[src/gpom_pkg.sv]
`default_nettype none
package gpom_pkg;

  // ----------------------------------------------------------------------
  // register map
  // ----------------------------------------------------------------------
  // printed offset 0x12 is not a multiple of four: it is an index
  localparam logic [7:0] PIN2_CTRL_IDX = 8'h12;
  localparam logic [31:0] PIN2_CTRL_ADDR = 32'h0000_0048;
  localparam logic [7:0] PIN2_CTRL_RESET = 8'h00;
  localparam logic [31:0] RDATA_ZERO = 32'h0000_0000;

  // ----------------------------------------------------------------------
  // ahb-lite codes
  // ----------------------------------------------------------------------
  localparam logic [1:0] HTRANS_NONSEQ = 2'h2;
  localparam logic [1:0] HTRANS_SEQ = 2'h3;
  localparam logic [2:0] HSIZE_WORD = 3'h2;
  localparam logic [1:0] HADDR_LSB_ZERO = 2'h0;

  // ----------------------------------------------------------------------
  // field layout of the control byte
  // ----------------------------------------------------------------------
  typedef struct packed {
    logic [2:0] pin2_signal_selector;
    logic [2:0] pin2_source_group;
    logic pin2_output_level;
    logic pin2_drive_enable;
  } gpom_ctrl_t;

  // ----------------------------------------------------------------------
  // source group codes
  // ----------------------------------------------------------------------
  localparam logic [2:0] SRC_RX0 = 3'h0;
  localparam logic [2:0] SRC_RX1 = 3'h1;
  localparam logic [2:0] SRC_RX2 = 3'h2;
  localparam logic [2:0] SRC_RX3 = 3'h3;
  localparam logic [2:0] SRC_DEV = 3'h4;
  localparam logic [2:0] SRC_RSVD = 3'h5;
  localparam logic [2:0] SRC_TX0 = 3'h6;
  localparam logic [2:0] SRC_TX1 = 3'h7;

  // ----------------------------------------------------------------------
  // signal selector codes
  // ----------------------------------------------------------------------
  localparam logic [2:0] SEL_0 = 3'h0;
  localparam logic [2:0] SEL_1 = 3'h1;
  localparam logic [2:0] SEL_2 = 3'h2;
  localparam logic [2:0] SEL_3 = 3'h3;
  localparam logic [2:0] SEL_4 = 3'h4;
  localparam logic [2:0] SEL_5 = 3'h5;
  localparam logic [2:0] SEL_6 = 3'h6;
  localparam logic [2:0] SEL_7 = 3'h7;

  localparam int NUM_RX = 4;
  localparam int NUM_TX = 2;

  // ----------------------------------------------------------------------
  // status carriers
  // ----------------------------------------------------------------------
  typedef struct packed {
    logic [3:0] rx_remote_pin;
    logic lock;
    logic pass;
    logic frame_valid;
    logic line_valid;
  } gpom_rx_stat_t;

  typedef struct packed {
    logic [3:0] pass_select;
    logic frame_valid;
    logic line_valid;
    logic synced;
    logic irq;
  } gpom_tx_stat_t;

endpackage
`default_nettype wire
[src/gpom_pin2_mux.sv]
// Operation
// - bits 4:2 pick group: rx 0-3, device status, reserved, csi tx 0-1
// - rx group, selector 100 drives that port's lock
// - rx group, selector 101 drives that port's pass
// - rx group, selector 110 frame valid, 111 line valid
// - device group: 000 output level bit, 001 or of enabled locks
// - device group: 010 and of enabled locks; 101-111 reserved
// - tx group: 000 and of selected passes, 001 or of them
// - tx group: 010 frame valid, 011 line valid of that port
// - tx group: 100 synchronized, 101 port interrupt, 111 reserved
// - bit 1 is the level driven when register value is chosen
//
// Chosen here: the AHB-Lite interface to the registers.
`default_nettype none
module gpom_pin2_mux (
  input wire logic sys_clk,
  input wire logic reset,
  input wire logic hsel,
  input wire logic [31:0] haddr,
  input wire logic [1:0] htrans,
  input wire logic hwrite,
  input wire logic [2:0] hsize,
  input wire logic [31:0] hwdata,
  input wire logic hready,
  output logic [31:0] hrdata,
  output logic hreadyout,
  output logic hresp,
  input wire gpom_pkg::gpom_rx_stat_t [3:0] rx_stat,
  input wire logic [3:0] rx_port_enable,
  input wire logic frame_sync,
  input wire gpom_pkg::gpom_tx_stat_t [1:0] tx_stat,
  input wire logic pin2_in,
  output logic pin2_out,
  output logic pin2_oe,
  output logic pin2_in_level
);

  // ----------------------------------------------------------------------
  // bus slave
  // ----------------------------------------------------------------------
  gpom_pkg::gpom_ctrl_t ctrl_q;
  logic wr_pend_q;
  logic rd_hit_q;
  logic [31:0] hrdata_q;
  logic addr_ok;
  logic access;

  // zero wait states: the slave never stretches a transfer
  assign hreadyout = 1'b1;
  assign hresp = 1'b0;
  assign hrdata = hrdata_q;

  assign access = hsel && hready && (htrans == gpom_pkg::HTRANS_NONSEQ
    || htrans == gpom_pkg::HTRANS_SEQ);
  assign addr_ok = haddr == gpom_pkg::PIN2_CTRL_ADDR;

  always_ff @(posedge sys_clk)
  begin
    if (reset)
    begin
      wr_pend_q <= 1'b0;
      rd_hit_q <= 1'b0;
    end
    else
    begin
      wr_pend_q <= access && hwrite && addr_ok;
      rd_hit_q <= access && !hwrite && addr_ok;
    end
  end

  // write data arrives one cycle after its address phase
  always_ff @(posedge sys_clk)
  begin
    if (reset)
      ctrl_q <= gpom_pkg::PIN2_CTRL_RESET;
    else if (wr_pend_q)
      ctrl_q <= hwdata[7:0];
  end

  // read data is captured at the address edge so it stands in data phase
  always_ff @(posedge sys_clk)
  begin
    if (reset)
      hrdata_q <= gpom_pkg::RDATA_ZERO;
    else if (access && !hwrite)
      hrdata_q <= addr_ok ? {24'h00_0000, ctrl_q} : gpom_pkg::RDATA_ZERO;
  end

  // ----------------------------------------------------------------------
  // selection logic
  // ----------------------------------------------------------------------
  function automatic logic rx_pick(
    input gpom_pkg::gpom_rx_stat_t st,
    input logic [2:0] sel
  );
    logic r;
    r = 1'b0;
    unique case (sel)
      gpom_pkg::SEL_0: r = st.rx_remote_pin[0];
      gpom_pkg::SEL_1: r = st.rx_remote_pin[1];
      gpom_pkg::SEL_2: r = st.rx_remote_pin[2];
      gpom_pkg::SEL_3: r = st.rx_remote_pin[3];
      gpom_pkg::SEL_4: r = st.lock;
      gpom_pkg::SEL_5: r = st.pass;
      gpom_pkg::SEL_6: r = st.frame_valid;
      gpom_pkg::SEL_7: r = st.line_valid;
    endcase
    return r;
  endfunction

  function automatic logic tx_pick(
    input gpom_pkg::gpom_tx_stat_t st,
    input logic [3:0] pass,
    input logic [2:0] sel
  );
    logic r;
    r = 1'b0;
    unique case (sel)
      // no pass selected gives and=0 rather than a vacuous 1
      gpom_pkg::SEL_0: r = |st.pass_select
        && &(pass | ~st.pass_select);
      gpom_pkg::SEL_1: r = |(pass & st.pass_select);
      gpom_pkg::SEL_2: r = st.frame_valid;
      gpom_pkg::SEL_3: r = st.line_valid;
      gpom_pkg::SEL_4: r = st.synced;
      gpom_pkg::SEL_5: r = st.irq;
      gpom_pkg::SEL_6: r = 1'b0;
      gpom_pkg::SEL_7: r = 1'b0;
    endcase
    return r;
  endfunction

  logic [3:0] rx_locks;
  logic [3:0] rx_pass;
  logic dev_sig;
  logic sel_sig;

  always_comb
  begin
    for (int i = 0; i < gpom_pkg::NUM_RX; i++)
    begin
      rx_locks[i] = rx_stat[i].lock;
      rx_pass[i] = rx_stat[i].pass;
    end
  end

  always_comb
  begin
    dev_sig = 1'b0;
    unique case (ctrl_q.pin2_signal_selector)
      gpom_pkg::SEL_0: dev_sig = ctrl_q.pin2_output_level;
      gpom_pkg::SEL_1: dev_sig = |(rx_locks & rx_port_enable);
      // no port enabled reads as not locked
      gpom_pkg::SEL_2: dev_sig = |rx_port_enable
        && &(rx_locks | ~rx_port_enable);
      gpom_pkg::SEL_3: dev_sig = |rx_port_enable
        && &(rx_pass | ~rx_port_enable);
      gpom_pkg::SEL_4: dev_sig = frame_sync;
      default: dev_sig = 1'b0;
    endcase
  end

  always_comb
  begin
    sel_sig = 1'b0;
    unique case (ctrl_q.pin2_source_group)
      gpom_pkg::SRC_RX0, gpom_pkg::SRC_RX1,
      gpom_pkg::SRC_RX2, gpom_pkg::SRC_RX3:
        sel_sig = rx_pick(rx_stat[ctrl_q.pin2_source_group[1:0]],
          ctrl_q.pin2_signal_selector);
      gpom_pkg::SRC_DEV: sel_sig = dev_sig;
      gpom_pkg::SRC_RSVD: sel_sig = 1'b0;
      gpom_pkg::SRC_TX0: sel_sig = tx_pick(tx_stat[0], rx_pass,
        ctrl_q.pin2_signal_selector);
      gpom_pkg::SRC_TX1: sel_sig = tx_pick(tx_stat[1], rx_pass,
        ctrl_q.pin2_signal_selector);
    endcase
  end

  // ----------------------------------------------------------------------
  // pin driver
  // ----------------------------------------------------------------------
  // registered so the pin never glitches on mux decode
  always_ff @(posedge sys_clk)
  begin
    if (reset)
      pin2_out <= 1'b0;
    else
      pin2_out <= ctrl_q.pin2_drive_enable && sel_sig;
  end

  // enable follows the register one cycle late, in step with the level
  always_ff @(posedge sys_clk)
  begin
    if (reset)
      pin2_oe <= 1'b0;
    else
      pin2_oe <= ctrl_q.pin2_drive_enable;
  end

  // pin read back; inputs are taken as synchronous already
  always_ff @(posedge sys_clk)
  begin
    if (reset)
      pin2_in_level <= 1'b0;
    else
      pin2_in_level <= pin2_in;
  end

endmodule
`default_nettype wire

[config.mk]
export PLATFORM = sky130hd
export DESIGN_NAME = gpom_pin2_mux
export DESIGN_NICKNAME = d
export VERILOG_FILES = /design/src/gpom_pkg.sv /design/src/gpom_pin2_mux.sv
export SDC_FILE = /design/constraint.sdc
export NUM_CORES = 1
export LEC_CHECK = 0
export BUFFER_PORTS_ARGS = -buffer_cell sky130_fd_sc_hd__buf_2
export CORE_ASPECT_RATIO = 1.2
export CORE_MARGIN = 5
export CORE_UTILIZATION = 37
export DETAILED_ROUTE_END_ITERATION = 16
export PLACE_DENSITY = 0.82
export SYNTH_ARGS = -nofsm -noshare
export SYNTH_HDL_FRONTEND = slang
export SYNTH_SLANG_ARGS = --single-unit
[constraint.sdc]
create_clock -name sys_clk -period 2.1 [get_ports sys_clk]
set_input_delay 0.21 -clock sys_clk [delete_from_list [all_inputs] [get_ports sys_clk]]
set_output_delay 0.21 -clock sys_clk [all_outputs]
set_load 0.05 [all_outputs]
-- Word-level counts from Yosys, hierarchy flattened
Cells that the tools add are included.
W data, S select, Z words.
- reductions and logical operators: 26
- $lt $le $gt $ge: 1
- equal/unequal tests: 17
- muxes and demuxes: 8
- bitwise logic cells: 10
- operators by type and width (operator ; count):
    $eq A32 B7 Y1 const B ; 1
    $reduce_or A4 Y1 ; 7
    $eq A3 B3 Y1 const B ; 8
    $bmux W8 S2 ; 1
    $mux W8 ; 2
    $or A4 B4 Y4 ; 4
    $reduce_and A4 Y1 ; 4
    $pmux W1 S7 ; 2
    $and A4 B4 Y4 ; 3
    $eq A3 B2 Y1 const B ; 4
    $not A4 Y4 ; 3
    $logic_and A1 B1 Y1 ; 10
    $pmux W1 S5 ; 2
    $pmux W1 S8 ; 1
    $eq A3 B1 Y1 const B ; 2
    $logic_not A3 Y1 ; 2
    $eq A2 B2 Y1 const B ; 2
    $lt A2 B3 Y1 const B ; 1
    $reduce_or A2 Y1 ; 1
    $logic_not A1 Y1 ; 1
    $logic_or A1 B1 Y1 ; 1
- input bits: 128
- register bits after elaboration: 44

-- Depth between registers and ports, before layout
- word-level depth: 7
- depth in mapped cells: 8

-- Least setup slack after synthesis
Ideal clock, no wire load.
- path kind: reg-to-reg
- from: register ctrl_q[2] (netlist name)
- to: register pin2_out
- setup slack: 0.516 ns
- stages on the path, launching flop included: 7
- arrival time: 1.455 ns
- path buffers: 1
- data required time: 1.971 ns
- path through: dfxtp_1 buf_6 mux4_1 mux2i_1 nor2_1 a311oi_2 a21oi_1
- word-level cells in the longest chain between the ends: 5
- RTL lines (what ; line ; RTL):
    from (decl) ; gpom_pin2_mux.sv:41 ; gpom_pkg::gpom_ctrl_t ctrl_q;
    from (signal assigned) ; gpom_pin2_mux.sv:75 ; ctrl_q <= gpom_pkg::PIN2_CTRL_RESET;
    from (signal assigned) ; gpom_pin2_mux.sv:77 ; ctrl_q <= hwdata[7:0];
    $bmux W8 S2 ; gpom_pin2_mux.sv:169 ; sel_sig = rx_pick(rx_stat[ctrl_q.pin2_source_group[1:0]],
    $mux W8 (not written as such) ; gpom_pin2_mux.sv:169 ;
    $pmux W1 S8 ; gpom_pin2_mux.sv:98 ; unique case (sel)
    $pmux W1 S5 * ; gpom_pin2_mux.sv:166 ; unique case (ctrl_q.pin2_source_group)
    $logic_and A1 B1 Y1 * ; gpom_pin2_mux.sv:189 ; pin2_out <= ctrl_q.pin2_drive_enable && sel_sig;
    to (signal assigned) ; gpom_pin2_mux.sv:189 ;
    to (decl) ; gpom_pin2_mux.sv:33 ; output logic pin2_out,
Mark *: on every way between the ends. The rest lies on a longest branch, timed or not. The select of a mux whose other input is x is not followed.
A chain may end at the register's enable or synchronous reset.

-- Worst setup path in the final report
Ends and elaborated chain as after synthesis.

==> metrics.txt <==
run status finished clean; gate count after technology mapping 196; hold bufs inserted after CTS 0; Filler Cells Inserted about 460; clock tree from TritonCTS yes; hold violation count in the final report 0; largest cells by area after synthesis dfxtp_1, buf_4, mux4_1; Die Footprint 6110 µm²; 1st-iter DRT viols between 100 and 150; IR drop worst, VDD about 0.20 mV; number of cells in the design after placement roughly 350; ys async rst share 0%; Port Buffers 110; count of nets left with antenna violations after detail routing 0; area of all placed cells without fillers between 2000 and 2500 µm²; die width about 72 µm; number of buffers inserted to repair setup after CTS 0; # nets final approximately 430; required time of the critical path between 2 and 2.5 ns; Rel. slew slack approximately three fifths; setup repair after global routing missed its margin no; Std-Cell Rows 27; worst path arrival time slightly above 2 ns; number of synthesized register bits 20; weighted congestion reported at the end of routability-driven placement 0.814; via total after detailed routing roughly 1,800; Worst Setup Path Type reg -> reg; smallest setup slack after layout between 0.15 and 0.2 ns; maximum clock insertion buffer count 2; Final Instance Count excl. Fillers about 360; cell leakage power 0.998 nW; aggregate negative setup slack 0 ns; growth of design area from synthesis to finish 29.4%; area inside the core boundary between 4000 and 5000 µm²; fraction of final layout cells with drive strength greater than 1 a little over two fifths; number of top-level design ports approximately 170; overall die height between 80 and 90 µm; antenna cells 0; Max H-tree Level 1; clock latency on the worst-skew pair between 0.2 and 0.3 ns; worst hold path type in -> reg; root buffer selected by CTS clkbuf_8; Mapped Avg Cell Area around 8.8 µm²; Total Power Consumption between 0.8 and 0.9 mW; Pwr per Cell Area around 400 nW/µm²; number of gates resized after cts 0; synthesized cell area 1720 µm²; Initial Utilization 37.7%; global route overflow 0; actual transition at the worst max-transition pin 0.581 ns; dominant cell type by area after synthesis dfxtp_1; number of antenna violations at the first check in global routing 0; ratio of routed vias to standard cells just over 5; number of failing setup endpoints in the final timing report 0; HPWL reported at the end of detailed placement between 4 and 5 mm; number of distinct library cell variants in the gate-level netlist after synthesis 44; EDFF count, synth 0; CTS buffer count 3; Max Freq between 500 and 600 MHz; aggregate global-route resource usage 16.1%; share of the synthesized area in the top cell type 23.3%; clock transition at the register clock pins on the worst setup and hold paths after CTS around 0.070 ns; worst-path maximum fanout 10; DP Area 2180 µm²; crit path launch type register; number of design rule violations left after detail routing 0; kind of end point of the critical path register; DRT Wirelength roughly 5.1 mm; post-route minimum period 1.92 ns; Post-Place Setup Slack around 0.20 ns; vias in the first global route 1,927; number of sinks driven by the clock tree 20; first-pass GRT wire length between 8 and 9 mm; max-capacitance violation count 0; first-pass detailed-route iteration total 4; portion of the clock cycle consumed by the worst path in the final layout roughly nine tenths; pin count of the biggest net entering global routing 20; Wirelength per Cell 14.2 µm; ys flop type dfxtp_1; most used standard cells in the synthesized netlist buf_4, dfxtp_1, mux2i_1; final count of pins violating max slew 0; most common cell in the netlist buf_4; setup skew after layout around 0.0015 ns; number of warnings reported in the yosys synthesis log 0; part of the Yosys area used for sequential elements between 20% and 30%
where the power goes:
group | total [mW] | switching, mW | leakage (nW) | internal (mW)
Sequential | 0.380 | 0.000153 | 0.161 | 0.380
Combinational | 0.270 | 0.172 | 0.815 | 0.0981
Clock | 0.242 | 0.114 | 0.0216 | 0.128
Total | 0.892 | 0.286 | 0.998 | 0.606
path summary, 6_finish.rpt:
| path | startpoint | to | slack, ns | cells after the start |
|---|---|---|---|---|
| max | ctrl_q[2]$_SDFFE_PP0P_ | pin2_out$_SDFF_PP0_ | 0.18 | 5 |
| max reg2reg | ctrl_q[2]$_SDFFE_PP0P_ | pin2_out$_SDFF_PP0_ | 0.18 | 5 |
| min | pin2_in | pin2_in_level$_SDFF_PP0_ | 0.16 | 2 |
| min reg2reg | hrdata[0]$_SDFFE_PP0P_ | hrdata[0]$_SDFFE_PP0P_ | 0.46 | 2 |
stage by stage:
step	utilization (%)	hold WS [ns]
2_1_floorplan	-	0.338
3_3_place_gp	47.8	0.418
3_5_place_dp	47.8	0.425
4_1_cts	48.8	0.162
5_1_grt	48.8	0.185
6_report	48.8	0.163
sequential cells by signal, indices dropped and copies added, names as in the netlist:
name	flops
pin2_oe	1
wr_pend_q	1
ctrl_q	8
pin2_in_level	1
pin2_out	1
hrdata	8
routing by layer:
metal / vias up / track usage [%] / routed length [µm]
met4: 0 / 5.98 / 122
met1: 830 / 16.6 / 1800
li1: 889 / - / -
met3: 15 / 3.47 / 533
met2: 106 / 30.8 / 2620
met5: - / 0 / 0
cell usage in the layout (no fill, tap or decap), types with 2 or more instances in the layout:
cell type / instances
mux2i_1: 16
buf_4: 4
nand2_1: 15
nor4_1: 10
buf_2: 110
nand3b_1: 2
nor2b_1: 8
clkbuf_8: 3
o21ai_0: 3
a21oi_1: 10
dfxtp_1: 20
nand4_1: 2
nand2b_1: 4
a2111oi_0: 4
conb_1: 26
nor4b_1: 2
a222oi_1: 2
mux4_1: 7
a22o_1: 2
inv_1: 5
nand3_1: 10
a22oi_1: 3
nor2_1: 12
nor3_1: 3
critical path, stage by stage, from the launching register on:
cell      delay [ns]
dfxtp_1         0.63
mux4_1          0.62
mux2i_1         0.15
nor2_1          0.06
a311oi_2        0.24
a21oi_1         0.09
final cells by class:
type                       instances  area [µm²]  share of cell area [%]
tap                               58        72.6                    3.26
multi-input combinational        157        1110                    49.9
sequential                        20         400                    18.0
timing repair buffer             114         581                    26.1
clock buffer                       3        41.3                    1.86
inverter                           5        18.8                   0.844
logic make-up after synthesis:
kind of cell,Yosys count,synth area share (%)
and+or+nand+nor,75,24.0
other,2,0.437
buffers and inverters,43,17.3
DFF,20,23.3
muxes,23,20.0
AOI/OAI and AO/OA,33,14.9
No activity file was read; power rests on OpenSTA's default activity.
